[config.mk]
export PLATFORM = sky130hd
export DESIGN_NAME = pmdec_decoder
export DESIGN_NICKNAME = d
export VERILOG_FILES = /design/src/common/pmdec_pkg.sv /design/src/rtl/pmdec_decoder.sv
export SDC_FILE = /design/constraint.sdc
export NUM_CORES = 1
export LEC_CHECK = 0
export BUFFER_PORTS_ARGS = -buffer_cell sky130_fd_sc_hd__clkbuf_2
export CAP_MARGIN = 20
export CORE_AREA = 2 2 49 60
export CTS_CLUSTER_SIZE = 16
export DETAILED_ROUTE_END_ITERATION = 10
export DIE_AREA = 0 0 51 62
export HOLD_SLACK_MARGIN = 0.06
export PLACE_DENSITY = 0.82
export SLEW_MARGIN = 20
export SYNTH_ARGS = -nofsm -noshare
export SYNTH_HDL_FRONTEND = slang
export SYNTH_SLANG_ARGS = --single-unit
[constraint.sdc]
create_clock -name clk_i -period 1.7 [get_ports clk_i]
set_clock_uncertainty 0.1 [all_clocks]
set_input_delay 0.425 -clock clk_i [delete_from_list [all_inputs] [get_ports clk_i]]
set_output_delay 0.425 -clock clk_i [all_outputs]
set_load 0.005 [all_outputs]
[src/common/pmdec_pkg.sv]
/*
  pmdec_pkg: constants and carriers for the program-memory decoder.
  assumes an 8-bit processor core with a 16-bit program address.
*/
`default_nettype none
package pmdec_pkg;
  localparam int unsigned PMDEC_ADDR_W      = 16;
  localparam int unsigned PMDEC_DATA_W      = 8;
  localparam int unsigned PMDEC_FLASH_MIN   = 1024;
  localparam int unsigned PMDEC_FLASH_MAX   = 12288;
  localparam int unsigned PMDEC_FLASH_DEF   = 12288;
  localparam logic [15:0] PMDEC_OPT_FIRST   = 16'h0000;
  localparam logic [15:0] PMDEC_OPT_LAST    = 16'h0001;
  localparam logic [15:0] PMDEC_RST_FIRST   = 16'h0002;
  localparam logic [15:0] PMDEC_RST_LAST    = 16'h0003;
  localparam logic [15:0] PMDEC_VEC_FIRST   = 16'h0004;
  localparam logic [15:0] PMDEC_VEC_LAST    = 16'h003D;
  localparam logic [15:0] PMDEC_PROG_FIRST  = 16'h003E;
  localparam logic [7:0]  PMDEC_UNIMPL_BYTE = 8'hFF;
  localparam logic [7:0]  PMDEC_ZERO_BYTE   = 8'h00;

  typedef enum logic [2:0] {
    PMDEC_REG_OPTION,
    PMDEC_REG_RESET_VEC,
    PMDEC_REG_IRQ_VEC,
    PMDEC_REG_PROGRAM,
    PMDEC_REG_UNIMPL
  } pmdec_region_t;

  // one program-memory request from the core
  typedef struct packed {
    logic        rd;
    logic        wr;
    logic [15:0] addr;
    logic [7:0]  wdata;
  } pmdec_req_t;

  // the same, toward the flash array
  typedef struct packed {
    logic        rd;
    logic        wr;
    logic [15:0] addr;
    logic [7:0]  wdata;
  } pmdec_flash_t;
endpackage : pmdec_pkg
`default_nettype wire

[src/rtl/pmdec_decoder.sv]
/*
  pmdec_decoder: program-memory decoder between processor core and flash.
  assumes the core and flash share clk_i; flash read data is valid one
  cycle after its read strobe; data-space cycles come from the same core.
*/
`timescale 1ns/1ps
`default_nettype none

// Operation
// - accept full 16-bit, 64 KB program addresses
// - flash size parameter, 1 KB-12 KB, bottom
// - reads beyond implemented flash return FF
// - writes beyond implemented flash are dropped
// - option, reset vector, vector table at bottom
// - program area from 003E to last byte
// - data-memory cycles select no storage
module pmdec_decoder
  import pmdec_pkg::*;
#(
  parameter int unsigned FLASH_BYTES = PMDEC_FLASH_DEF
) (
  // clock and reset
  input  wire logic          clk_i,
  input  wire logic          reset_n_i,
  // processor program-memory port
  input  wire pmdec_req_t    prog_req_i,
  output logic [7:0]         prog_rdata_o,
  output logic               prog_rvalid_o,
  // processor data-memory port
  input  wire logic          data_rd_i,
  input  wire logic          data_wr_i,
  input  wire logic [15:0]   data_addr_i,
  // flash array side
  output var pmdec_flash_t   flash_o,
  input  wire logic [7:0]    flash_rdata_i,
  // decode status
  output var pmdec_region_t  region_o,
  output logic               data_sel_o
);

  localparam logic [16:0] FLASH_END = 17'(FLASH_BYTES);
  localparam logic [15:0] PROG_LAST = 16'(FLASH_BYTES - 1);

  ////////////////////////////////////////////////////////////////////////
  // address decode
  logic          in_flash;
  pmdec_region_t next_region;

  // compare all 17 bits so 12 KB, not a power of two, does not wrap
  assign in_flash = {1'b0, prog_req_i.addr} < FLASH_END;

  always_comb begin
    next_region = PMDEC_REG_UNIMPL;
    if (!in_flash) begin
      next_region = PMDEC_REG_UNIMPL;
    end else if (prog_req_i.addr <= PMDEC_OPT_LAST) begin
      next_region = PMDEC_REG_OPTION;
    end else if (prog_req_i.addr <= PMDEC_RST_LAST) begin
      next_region = PMDEC_REG_RESET_VEC;
    end else if (prog_req_i.addr <= PMDEC_VEC_LAST) begin
      next_region = PMDEC_REG_IRQ_VEC;
    end else begin
      next_region = PMDEC_REG_PROGRAM;
    end
  end

  ////////////////////////////////////////////////////////////////////////
  // flash strobes are combinational so the array sees the request cycle
  always_comb begin
    flash_o.addr  = prog_req_i.addr;
    flash_o.wdata = prog_req_i.wdata;
    flash_o.rd    = prog_req_i.rd & in_flash;
    flash_o.wr    = prog_req_i.wr & in_flash;
  end

  // data space is not decoded: nothing is ever selected
  assign data_sel_o = 1'b0;

  ////////////////////////////////////////////////////////////////////////
  // read return
  logic          rd_pend;
  logic          rd_unimpl;
  logic          next_rd_pend;
  logic          next_rd_unimpl;
  logic          next_rvalid;
  logic [7:0]    next_rdata;
  pmdec_region_t region;

  // flash answers one cycle after its strobe and the output register adds
  // one more, so a return lands two edges after the request
  always_comb begin
    next_rd_pend   = prog_req_i.rd;
    next_rd_unimpl = prog_req_i.rd & ~in_flash;
    next_rvalid    = rd_pend;
    next_rdata     = prog_rdata_o;
    if (rd_pend) begin
      next_rdata = rd_unimpl ? PMDEC_UNIMPL_BYTE : flash_rdata_i;
    end
  end

  always_ff @(posedge clk_i or negedge reset_n_i) begin
    if (!reset_n_i) begin
      rd_pend       <= 1'b0;
      rd_unimpl     <= 1'b0;
      prog_rvalid_o <= 1'b0;
      prog_rdata_o  <= PMDEC_ZERO_BYTE;
      region        <= PMDEC_REG_UNIMPL;
    end else begin
      rd_pend       <= next_rd_pend;
      rd_unimpl     <= next_rd_unimpl;
      prog_rvalid_o <= next_rvalid;
      prog_rdata_o  <= next_rdata;
      region        <= next_region;
    end
  end

  assign region_o = region;

  ////////////////////////////////////////////////////////////////////////
  // checks
  // an out-of-range size would leave part of the map undecoded
  initial begin
    a_size_range: assert (FLASH_BYTES >= PMDEC_FLASH_MIN && FLASH_BYTES <= PMDEC_FLASH_MAX)
      else $error("flash size out of range");
  end

  a_unimpl_ff: assert property (@(posedge clk_i) disable iff (!reset_n_i)
    prog_req_i.rd && !in_flash |-> ##2 prog_rvalid_o && prog_rdata_o == PMDEC_UNIMPL_BYTE)
    else $error("unimplemented read did not return FF");

  a_impl_read: assert property (@(posedge clk_i) disable iff (!reset_n_i)
    prog_req_i.rd && in_flash |=> ##1 prog_rdata_o == $past(flash_rdata_i))
    else $error("flash read data not returned");

  a_drop_write: assert property (@(posedge clk_i) disable iff (!reset_n_i)
    prog_req_i.wr && {1'b0, prog_req_i.addr} >= FLASH_END |-> !flash_o.wr)
    else $error("write beyond flash reached the array");

  a_pass_write: assert property (@(posedge clk_i) disable iff (!reset_n_i)
    prog_req_i.wr && prog_req_i.addr <= PROG_LAST |-> flash_o.wr)
    else $error("write inside flash was dropped");

  a_vec_region: assert property (@(posedge clk_i) disable iff (!reset_n_i)
    prog_req_i.addr >= PMDEC_VEC_FIRST && prog_req_i.addr <= PMDEC_VEC_LAST
    |=> region == PMDEC_REG_IRQ_VEC)
    else $error("vector table misdecoded");

  a_rst_region: assert property (@(posedge clk_i) disable iff (!reset_n_i)
    prog_req_i.addr >= PMDEC_RST_FIRST && prog_req_i.addr <= PMDEC_RST_LAST
    |=> region == PMDEC_REG_RESET_VEC)
    else $error("reset vector misdecoded");

  a_prog_region: assert property (@(posedge clk_i) disable iff (!reset_n_i)
    prog_req_i.addr >= PMDEC_PROG_FIRST && prog_req_i.addr <= PROG_LAST
    |=> region == PMDEC_REG_PROGRAM)
    else $error("program area misdecoded");

  a_no_alias: assert property (@(posedge clk_i) disable iff (!reset_n_i)
    prog_req_i.addr > PROG_LAST |-> !flash_o.rd ##1 region == PMDEC_REG_UNIMPL)
    else $error("address above flash aliased");

  a_no_data: assert property (@(posedge clk_i) disable iff (!reset_n_i)
    data_rd_i || data_wr_i |-> !data_sel_o && !flash_o.rd && !flash_o.wr
    || prog_req_i.rd || prog_req_i.wr)
    else $error("data cycle selected storage");

  a_opt_region: assert property (@(posedge clk_i) disable iff (!reset_n_i)
    prog_req_i.addr <= PMDEC_OPT_LAST |=> region == PMDEC_REG_OPTION)
    else $error("option bytes misdecoded");

  a_rd_pass: assert property (@(posedge clk_i) disable iff (!reset_n_i)
    prog_req_i.rd && prog_req_i.addr <= PROG_LAST |-> flash_o.rd)
    else $error("read inside flash was dropped");

  a_rd_block: assert property (@(posedge clk_i) disable iff (!reset_n_i)
    prog_req_i.rd && {1'b0, prog_req_i.addr} >= FLASH_END |-> !flash_o.rd)
    else $error("read beyond flash reached the array");

  // the array must never see a strobe that the core did not issue
  a_no_stray_rd: assert property (@(posedge clk_i) disable iff (!reset_n_i)
    !prog_req_i.rd |-> !flash_o.rd)
    else $error("flash read without a core read");

  a_no_stray_wr: assert property (@(posedge clk_i) disable iff (!reset_n_i)
    !prog_req_i.wr |-> !flash_o.wr)
    else $error("flash write without a core write");

  // address and data reach the array untouched, all sixteen address bits
  a_addr_pass: assert property (@(posedge clk_i) disable iff (!reset_n_i)
    flash_o.rd || flash_o.wr |-> flash_o.addr == prog_req_i.addr
    && flash_o.wdata == prog_req_i.wdata)
    else $error("flash address or data differs from the core request");

  a_rvalid_rd: assert property (@(posedge clk_i) disable iff (!reset_n_i)
    !prog_req_i.rd |-> ##2 !prog_rvalid_o)
    else $error("read return without a read");

  a_wr_no_ret: assert property (@(posedge clk_i) disable iff (!reset_n_i)
    prog_req_i.wr && !prog_req_i.rd |-> ##2 !prog_rvalid_o)
    else $error("write produced a read return");

  // read data stands between returns, so a late sample still sees it
  a_rdata_hold: assert property (@(posedge clk_i) disable iff (!reset_n_i)
    !prog_rvalid_o |-> $stable(prog_rdata_o))
    else $error("read data changed without a return");

  ////////////////////////////////////////////////////////////////////////
  // covers of the main scenarios
  c_unimpl_rd: cover property (@(posedge clk_i) disable iff (!reset_n_i)
    prog_req_i.rd && !in_flash);
  c_impl_rd: cover property (@(posedge clk_i) disable iff (!reset_n_i)
    prog_req_i.rd && in_flash ##1 prog_req_i.rd);
  c_drop_wr: cover property (@(posedge clk_i) disable iff (!reset_n_i)
    prog_req_i.wr && !in_flash);
  c_opt_wr: cover property (@(posedge clk_i) disable iff (!reset_n_i)
    prog_req_i.wr && prog_req_i.addr <= PMDEC_OPT_LAST);
  // data-space cycles are watched only to show that they pass untouched
  c_data_cyc: cover property (@(posedge clk_i) disable iff (!reset_n_i)
    (data_rd_i || data_wr_i) && {1'b0, data_addr_i} < FLASH_END);

endmodule : pmdec_decoder
`default_nettype wire

Yosys cells after proc, flatten, opt, wreduce, memory -nomap -nowiden. Index checks and enable logic that the tools add are counted.

Order comparisons: 4. Muxes and demuxes: 5. Bitwise operators: 4.

Operators by type and width (count): 16-bit by 1-bit <= comparator with 1-bit output, second input constant (1); 16-bit by 2-bit <= comparator with 1-bit output, second input constant (1); 16-bit by 6-bit <= comparator with 1-bit output, second input constant (1); 16-bit by 14-bit less-than comparator with 1-bit output, second input constant (1); 8-bit 2-to-1 mux (1); 2-bit 2-to-1 mux (2); 1-bit AND (3); 3-bit 2-to-1 mux (1); 1-bit 2-to-1 mux (1); 1-bit inverter (1).

Bits in registers: 14. Input port bits: 54. Logic and storage cells: 18.

Logic depth before layout (Yosys ltp). Gate-level depths: netlist (run 1).

Depth in word-level cells: 5. Gate-level depth with buffers: 4. Depth with buffers taken out: 3.

Worst setup path after synthesis (run 1). OpenSTA, ideal clock, no wires.

Kind: input -> register. Start point: input port prog_req_i[17] in the netlist's numbering. End point: register region[1] (netlist: region_o[1]). Data arrival time: 1.258 ns. Setup slack: 0.206 ns. Stages on the path: 3. Library setup time: 0.136 ns. Required time: 1.464 ns. Cells stage by stage: or4_4 > nor4_4 > a21oi_1.

Word-level cells in the longest chain between the ends: 4. Elaborated cells on any way between the ends: 6. Classes of those cells: order compare (3); mux (3).

RTL lines: start: declaration (RTL line pmdec_decoder.sv:26) `input wire pmdec_req_t prog_req_i,`; 16-bit by 2-bit <= comparator with 1-bit output (RTL line pmdec_decoder.sv:58) `end else if (prog_req_i.addr <= PMDEC_RST_LAST) begin`; 2-bit 2-to-1 mux (RTL line pmdec_decoder.sv:58); 2-bit 2-to-1 mux (RTL line pmdec_decoder.sv:56) `end else if (prog_req_i.addr <= PMDEC_OPT_LAST) begin`; 3-bit 2-to-1 mux * (RTL line pmdec_decoder.sv:54) `if (!in_flash) begin`; net next_region[1] (RTL line pmdec_decoder.sv:47) `pmdec_region_t next_region;`; end signal: assignment (RTL line pmdec_decoder.sv:113) `region <= next_region;`; end: declaration (RTL line pmdec_decoder.sv:87) `pmdec_region_t region;`.

The timed path passes the listed nets; every way through them passes the cells marked *. A chain may end at the register's enable or synchronous reset.

==> metrics.md, run 1 <==
| Metric | Value |
|---|---|
| Multiplexer share of the synthesized area | `0%` |
| Post-route cell area | `~910 um^2` |
| Synth Area in XOR/XNOR | `0%` |
| Combinational power share | `~18%` |
| Seq/Total Area, Yosys | `46.6%` |
| P_sw | `178 uW` |
| WP data arrival | `1.06 ns` |
| PwrDens | `756 mW/mm^2` |
| Clk sinks | `14` |
| CP Class | `primary input to output port` |
| CP endpoint kind | `output port` |
| Initial Util | `28.4%` |
| Die Area | `0.00316 mm^2` |
| Die extent in x | `51 um` |
| Final hold vios | `0` |
| Post-Synth Simple-Gate Area | `17.7%` |
| Root Driver | `clkbuf_4` |
| F_max | `0.632 GHz` |
| First-pass GRT wire length | `2240 um` |
| Mapped Cells | `80` |
| Initial DRC Count | `3` |
| Clk network pwr share | `27.9%` |
| Final slew viol count | `0` |
| Net Sw Frac | `25.7%` |
| Area fraction in compound gates after synthesis | `8.29%` |
| Ports | `93` |
| Port Buffers | `55` |
| Max IR drop VDD | `0.306 mV` |
| Antenna Nets Post-Route | `0` |
| Fin cells | `146` |
| Tightest Pin Transition | `0.503 ns` |
| Cell Area, Synth | `754 um^2` |
| Post-Synth Adder-Cell Area | `0%` |
| Clock Tree Buf Depth | `2` |
| Initial antenna violation count | `0` |
| Synth Warn # | `0` |
| Max H-tree Level | `1` |
| Area growth syn-to-layout | `21.2%` |
| Outcome | `complete, no violations` |
| CTS clk-pin slew, worst paths | `0.08 ns` |
| RSZ-0062 raised after global routing | `no` |
| Tmin final | `between 1.5 and 2 ns` |
| Static Leakage | `0.000475 uW` |
| Share of Yosys cell area claimed by the top area cell type | `43.1%` |
| Flops & latches, synth | `14` |
| Vias in the first global route | `~580` |
| Slew margin rel. | `66.4%` |
| Setup crit start kind | `primary input` |
| HPWL after detailed placement | `approximately 1200 um` |
| Setup total negative slack | `0 ns` |
| CTS tree | `built` |
| Layout cells sized above 1 | `55.4%` |
| Hold Crit Class | `primary input to flip-flop` |
| Final period utilization | `93.1%` |
| Placer Congestion | `0.733` |
| Total track usage | `9.85%` |
| Die Y | `~62 um` |
| DR DRC count | `0` |
| TritonCTS Buffers | `3` |
| Detailed-route via count | `609` |
| Area contributors post-synth | `dfrtp_1 43%, buf_4 25%, nor2_1 8.0%, a21oi_1 6.6%, dfstp_2 3.5%` |
| Maxcap violations | `0` |
| Flop pwr share | `54.6%` |
| DP Cell Count | `approximately 140` |
| Ant. Diodes | `0` |
| Syn Area/Cell | `9.43 um^2` |
| Via density | `4.17` |
| Final WL | `~1500 um` |
| Distinct cell type count after synthesis | `16` |
| GRT overflow | `0` |
| Worst Path Required | `1.17 ns` |
| Site Rows | `21` |
| CP Max Fanout | `3` |
| Synth area leader | `dfrtp_1` |
| Internal power | `514 uW` |
| Clk Latency, worst-skew pair | `0.27 ns` |
| Largest net degree at the start of global routing | `18` |
| Post-CTS Setup Bufs | `0` |
| Core ar. | `between 0.002 and 0.003 mm^2` |
| Largest family of logic cells by synthesized area | `buffers and inverters` |
| Synth Net Count | `134` |
| Nets | `167` |
| Placed cell area | `873 um^2` |
| DR pass1 iterations | `4` |
| Average routed wire per standard cell | `9.97 um` |
| Setup violations, final | `0` |
## sequential cells by signal, indices dropped and copies added, names as in the netlist
register and cells:
prog_rvalid_o 1, next_rvalid 1, rd_unimpl 1, prog_rdata_o 8, region_o 3
## Yosys cell counts
library cell,count
a21oi_1,10
nor4_1,1
buf_4,25
nor4_4,1
or4_4,1
dfstp_2,1
clkbuf_1,3
conb_1,1
a211oi_1,1
inv_1,1
dfrtp_1,13
and2_1,3
nor2_1,16
or4_1,1
o21ai_0,1
and4_1,1
## what timing repair did
item | CTS | global route
endpoints found under the hold margin | 13 | 0
endpoints found under the setup margin | 0 | 2
hold buffers | 1 | 0
gates resized for setup | 0 | 1
## logic make-up (layout without fill, tap and decap cells)
group / Yosys count / count (layout)
AO/OA/AOI/OAI: 12 / 12
buffers and inverters: 29 / 61
flip-flops: 14 / 14
other: 1 / 1
AND/OR/NAND/NOR: 24 / 24
## per-stage QoR
stage | hold WS [ns] | util (%) | power, uW | setup WS, ns
after floorplan | 0.0294 | - | 460 | 0.206
after global placement | 0.242 | 32.9 | 502 | 0.0597
after detailed placement | 0.248 | 32.9 | 505 | 0.0264
after CTS | 0.166 | 34.3 | 706 | 0.0252
after global routing | 0.164 | 34.5 | 747 | 0.0470
final | 0.179 | 34.5 | 691 | 0.117
## power groups by stage
stage,Clock [uW],Combinational [uW],Sequential (uW)
finish,193,121,377
global route,225,138,383
CTS,205,123,378
detailed placement,0,120,385
global placement,0,119,384
floorplan,0,82.2,378
## final cells by class
class | instances | area, um^2
multi-input cells | 37 | 205
well taps | 34 | 42.5
flip-flops and latches | 14 | 352
fillers | 289 | 1740
inverters | 1 | 3.75
repair buffers | 56 | 285
clock buffers | 4 | 26.3
## routing by layer
layer	track usage [%]	routed length [um]	vias to the layer above
li1	-	-	302
met1	9.81	514	268
met2	18.0	785	37
met3	2.87	154	2
met4	6.56	2	0
met5	0	0	-
## placed cells by master (no fill, tap or decap)
| cell type | netlist | final |
|---|---|---|
| a21oi_1 | 10 | 10 |
| dfstp_2 | 1 | 1 |
| nor4_4 | 1 | 1 |
| nor4_1 | 1 | 1 |
| and2_1 | 3 | 3 |
| a211oi_2 | 0 | 1 |
| dlygate4sd3_1 | 0 | 1 |
| and4_1 | 1 | 1 |
| or4_1 | 1 | 1 |
| dfrtp_1 | 13 | 13 |
| nor2_1 | 16 | 16 |
| clkbuf_4 | 0 | 3 |
| inv_1 | 1 | 1 |
| o21ai_0 | 1 | 1 |
| clkbuf_2 | 0 | 55 |
| clkbuf_1 | 3 | 1 |
| conb_1 | 1 | 1 |
| or4_4 | 1 | 1 |
## worst max-delay path, cell delays in order
cell	delay, ns
clkbuf_2	0.11
a211oi_2	0.26
and2_1	0.16
clkbuf_2	0.11
## path summary, 6_finish.rpt
path	start	endpoint	slack, ns	cells after the start
max reg2reg	next_rvalid	prog_rdata_o[7]	0.64	2
max	prog_req_i[21]	flash_o[25]	0.12	4
max in group asynchronous	reset_n_i	region_o[2]	0.71	2
min	prog_req_i[25]	next_rvalid	0.18	1
min in group asynchronous	reset_n_i	prog_rdata_o[7]	0.48	2
min reg2reg	prog_rdata_o[3]	prog_rdata_o[3]	0.43	2
Power figures use the tool's default switching activity.
==> run 2: changes to the inputs <==
CORE_AREA = 2 2 54 56   (was 2 2 49 60)
DIE_AREA = 0 0 56 58   (was 0 0 51 62)
PLACE_DENSITY = 0.8   (was 0.82)
==> run 2 against run 1 <==
Net effect: cell count fell by 2.1%; first-iteration DRC count grew to 5.3 times the previous value; die area grew 2.7%; hold slack got worse by 0.0049 ns; combinational power barely moved; count of clock-buffer cells in the layout unchanged; register-to-register slack lost 0.03 ns; core utilization up 0.12 points; critical path type unchanged; critical endpoint unchanged; largest cell class unchanged; highest routed layer unchanged.
==> metrics.md, run 2 (synthesis results as in run 1) <==
| Metric | Value |
|---|---|
| Initial antenna violation count | `0` |
| Layout cells sized above 1 | `56.3%` |
| Reg with most FFs | `prog_rdata_o` |
| HPWL after detailed placement | `roughly 1300 um` |
| RSZ-0062 raised after global routing | `no` |
| WP data arrival | `1.06 ns` |
| Clock Tree Buf Depth | `2` |
| Die extent in x | `approximately 56 um` |
| Setup total negative slack | `0 ns` |
| Crit-path slowest cell | `a211oi_2` |
| Commonest non-fill, non-tap cell in the layout | `clkbuf_2` |
| Hold Crit Class | `primary input to flip-flop` |
| Ports | `93` |
| CP Class | `primary input to output port` |
| P_sw | `182 uW` |
| Initial DRC Count | `16` |
| Worst Path Required | `1.17 ns` |
| Setup violations, final | `0` |
| Initial Util | `about 28%` |
| DP Cell Count | `around 140` |
| Die Y | `58 um` |
| WHS | `roughly 0.17 ns` |
| Vias in the first global route | `about 600` |
| Setup crit start kind | `primary input` |
| Max IR drop VDD | `0.325 mV` |
| First-pass GRT wire length | `2510 um` |
| Via density | `4.23` |
| Ant. Diodes | `0` |
| Final period utilization | `between 90 and 100%` |
| Core ar. | `0.00266 mm^2` |
| Most frequent cells in the layout | `55 x clkbuf_2, 16 x nor2_1, 13 x dfrtp_1` |
| Placer Congestion | `0.663` |
| Max stage delay on crit path | `0.26 ns` |
| Met1 usage | `9.82%` |
| Max reg flops | `8` |
| Clk Latency, worst-skew pair | `0.27 ns` |
| Detailed-route via count | `slightly above 600` |
| Site Rows | `19` |
| Total track usage | `approximately 9.9%` |
| Most used cell, CP | `clkbuf_2` |
| CTS clk-pin slew, worst paths | `0.08 ns` |
| Flop-to-flop setup slack | `0.61 ns` |
| Average routed wire per standard cell | `10.8 um` |
| CP Max Fanout | `3` |
| F_max | `0.630 GHz` |
| Port Buffers | `between 50 and 60` |
| Static Leakage | `0.000481 uW` |
| WHS Path Cells | `1` |
| Tightest Pin Transition | `0.530 ns` |
| Combinational power share | `16.6%` |
| TritonCTS Buffers | `3` |
| Root Driver | `clkbuf_4` |
| Flop pwr share | `51.4%` |
| GR Util met3 | `4.24%` |
| Critical R2R Capture | `prog_rdata_o[2]` |
| Die Area | `0.00325 mm^2` |
| Worst path bufs/invs | `2` |
| R2R cell count | `2` |
| DR DRC count | `0` |
| Net Sw Frac | `about 25%` |
| CP top delay family | `compound AO/OA/AOI/OAI gates` |
| GRT overflow | `0` |
| Nets | `between 150 and 200` |
| Utilization after layout | `34.6%` |
| Antenna Nets Post-Route | `0` |
| Fin cells | `approximately 140` |
| Internal power | `~550 uW` |
| DR pass1 iterations | `3` |
| Max H-tree Level | `1` |
| Area growth syn-to-layout | `22.1%` |
| Final WL | `1540 um` |
| Met2 Track Usage GR | `18.3%` |
| Outcome | `complete, no violations` |
| Hold Path Sink | `next_rvalid` |
| CP endpoint kind | `output port` |
| CP Cell Sequence | `clkbuf_2 > a211oi_2 > and2_1 > clkbuf_2` |
| Largest net degree at the start of global routing | `18` |
| HP Start | `prog_req_i[25]` |
| Final slew viol count | `0` |
| Final hold vios | `0` |
| Slew margin rel. | `64.7%` |
| Gr busiest metal | `met2` |
| Tmin final | `roughly 1.6 ns` |
| CTS tree | `built` |
| Worst reg2reg path startpoint | `next_rvalid` |
| Clk network pwr share | `32.0%` |
| Maxcap violations | `0` |
| PwrDens | `~800 mW/mm^2` |
| Clk sinks | `14` |
[run 2: changes by cell type in the layout (fill, tap and decap cells not counted)]
cell and change:
clkbuf_1 -1, clkbuf_8 +1
[run 2: repair_timing]
| action | 4_1_cts | 5_1_grt |
|---|---|---|
| setup endpoints to repair | 0 | 2 |
| resized for setup | 0 | 1 |
| setup buffers | 0 | 0 |
| hold buffers | 1 | 0 |
| hold endpoints to repair | 13 | 0 |
[run 2: layer usage]
metal  vias to the layer above  share of wire [%]
met4                         0                1.8
li1                        300                  -
met2                        41                 50
met1                       258                 37
met3                         6                 11
met5                         -                  0
[run 2: worst register-to-register path, stage by stage (launching register included)]
cell and delay, ns:
dfrtp_1 0.68, nor2_1 0.11, a21oi_1 0.14
[run 2: power groups by stage]
stage	sequential (uW)	clock, uW	combinational [uW]
final	378	235	122
after global routing	383	262	136
after CTS	379	249	123
after detailed placement	385	0	121
after global placement	384	0	119
after floorplan	378	0	82.2
[run 2: area by class of cell]
type | count | area (um^2)
clock buffers | 4 | 36.3
fillers | 300 | 1740
inverters | 1 | 3.75
multi-input cells | 37 | 205
flip-flops and latches | 14 | 352
well taps | 31 | 38.8
repair buffers | 56 | 285
[run 2: stage by stage]
stage               setup WS (ns)  power, uW  cell area, um^2
floorplan                   0.206        460              754
global placement           0.0444        503              870
detailed placement         0.0338        506              870
CTS                        0.0301        751              916
global route               0.0514        782              921
finish                      0.114        734              921
[run 2: worst max path at each step]
| stage | start | end | slack [ns] | cells after the start |
|---|---|---|---|---|
| 2_1_floorplan | prog_req_i[17] | region_o[1] | 0.21 | 3 |
| 3_3_place_gp | prog_req_i[21] | flash_o[25] | 0.04 | 4 |
| 3_5_place_dp | prog_req_i[21] | flash_o[24] | 0.03 | 4 |
| 4_1_cts | prog_req_i[21] | flash_o[25] | 0.03 | 4 |
| 5_1_grt | prog_req_i[21] | flash_o[25] | 0.05 | 4 |
| 6_report | prog_req_i[21] | flash_o[25] | 0.11 | 4 |
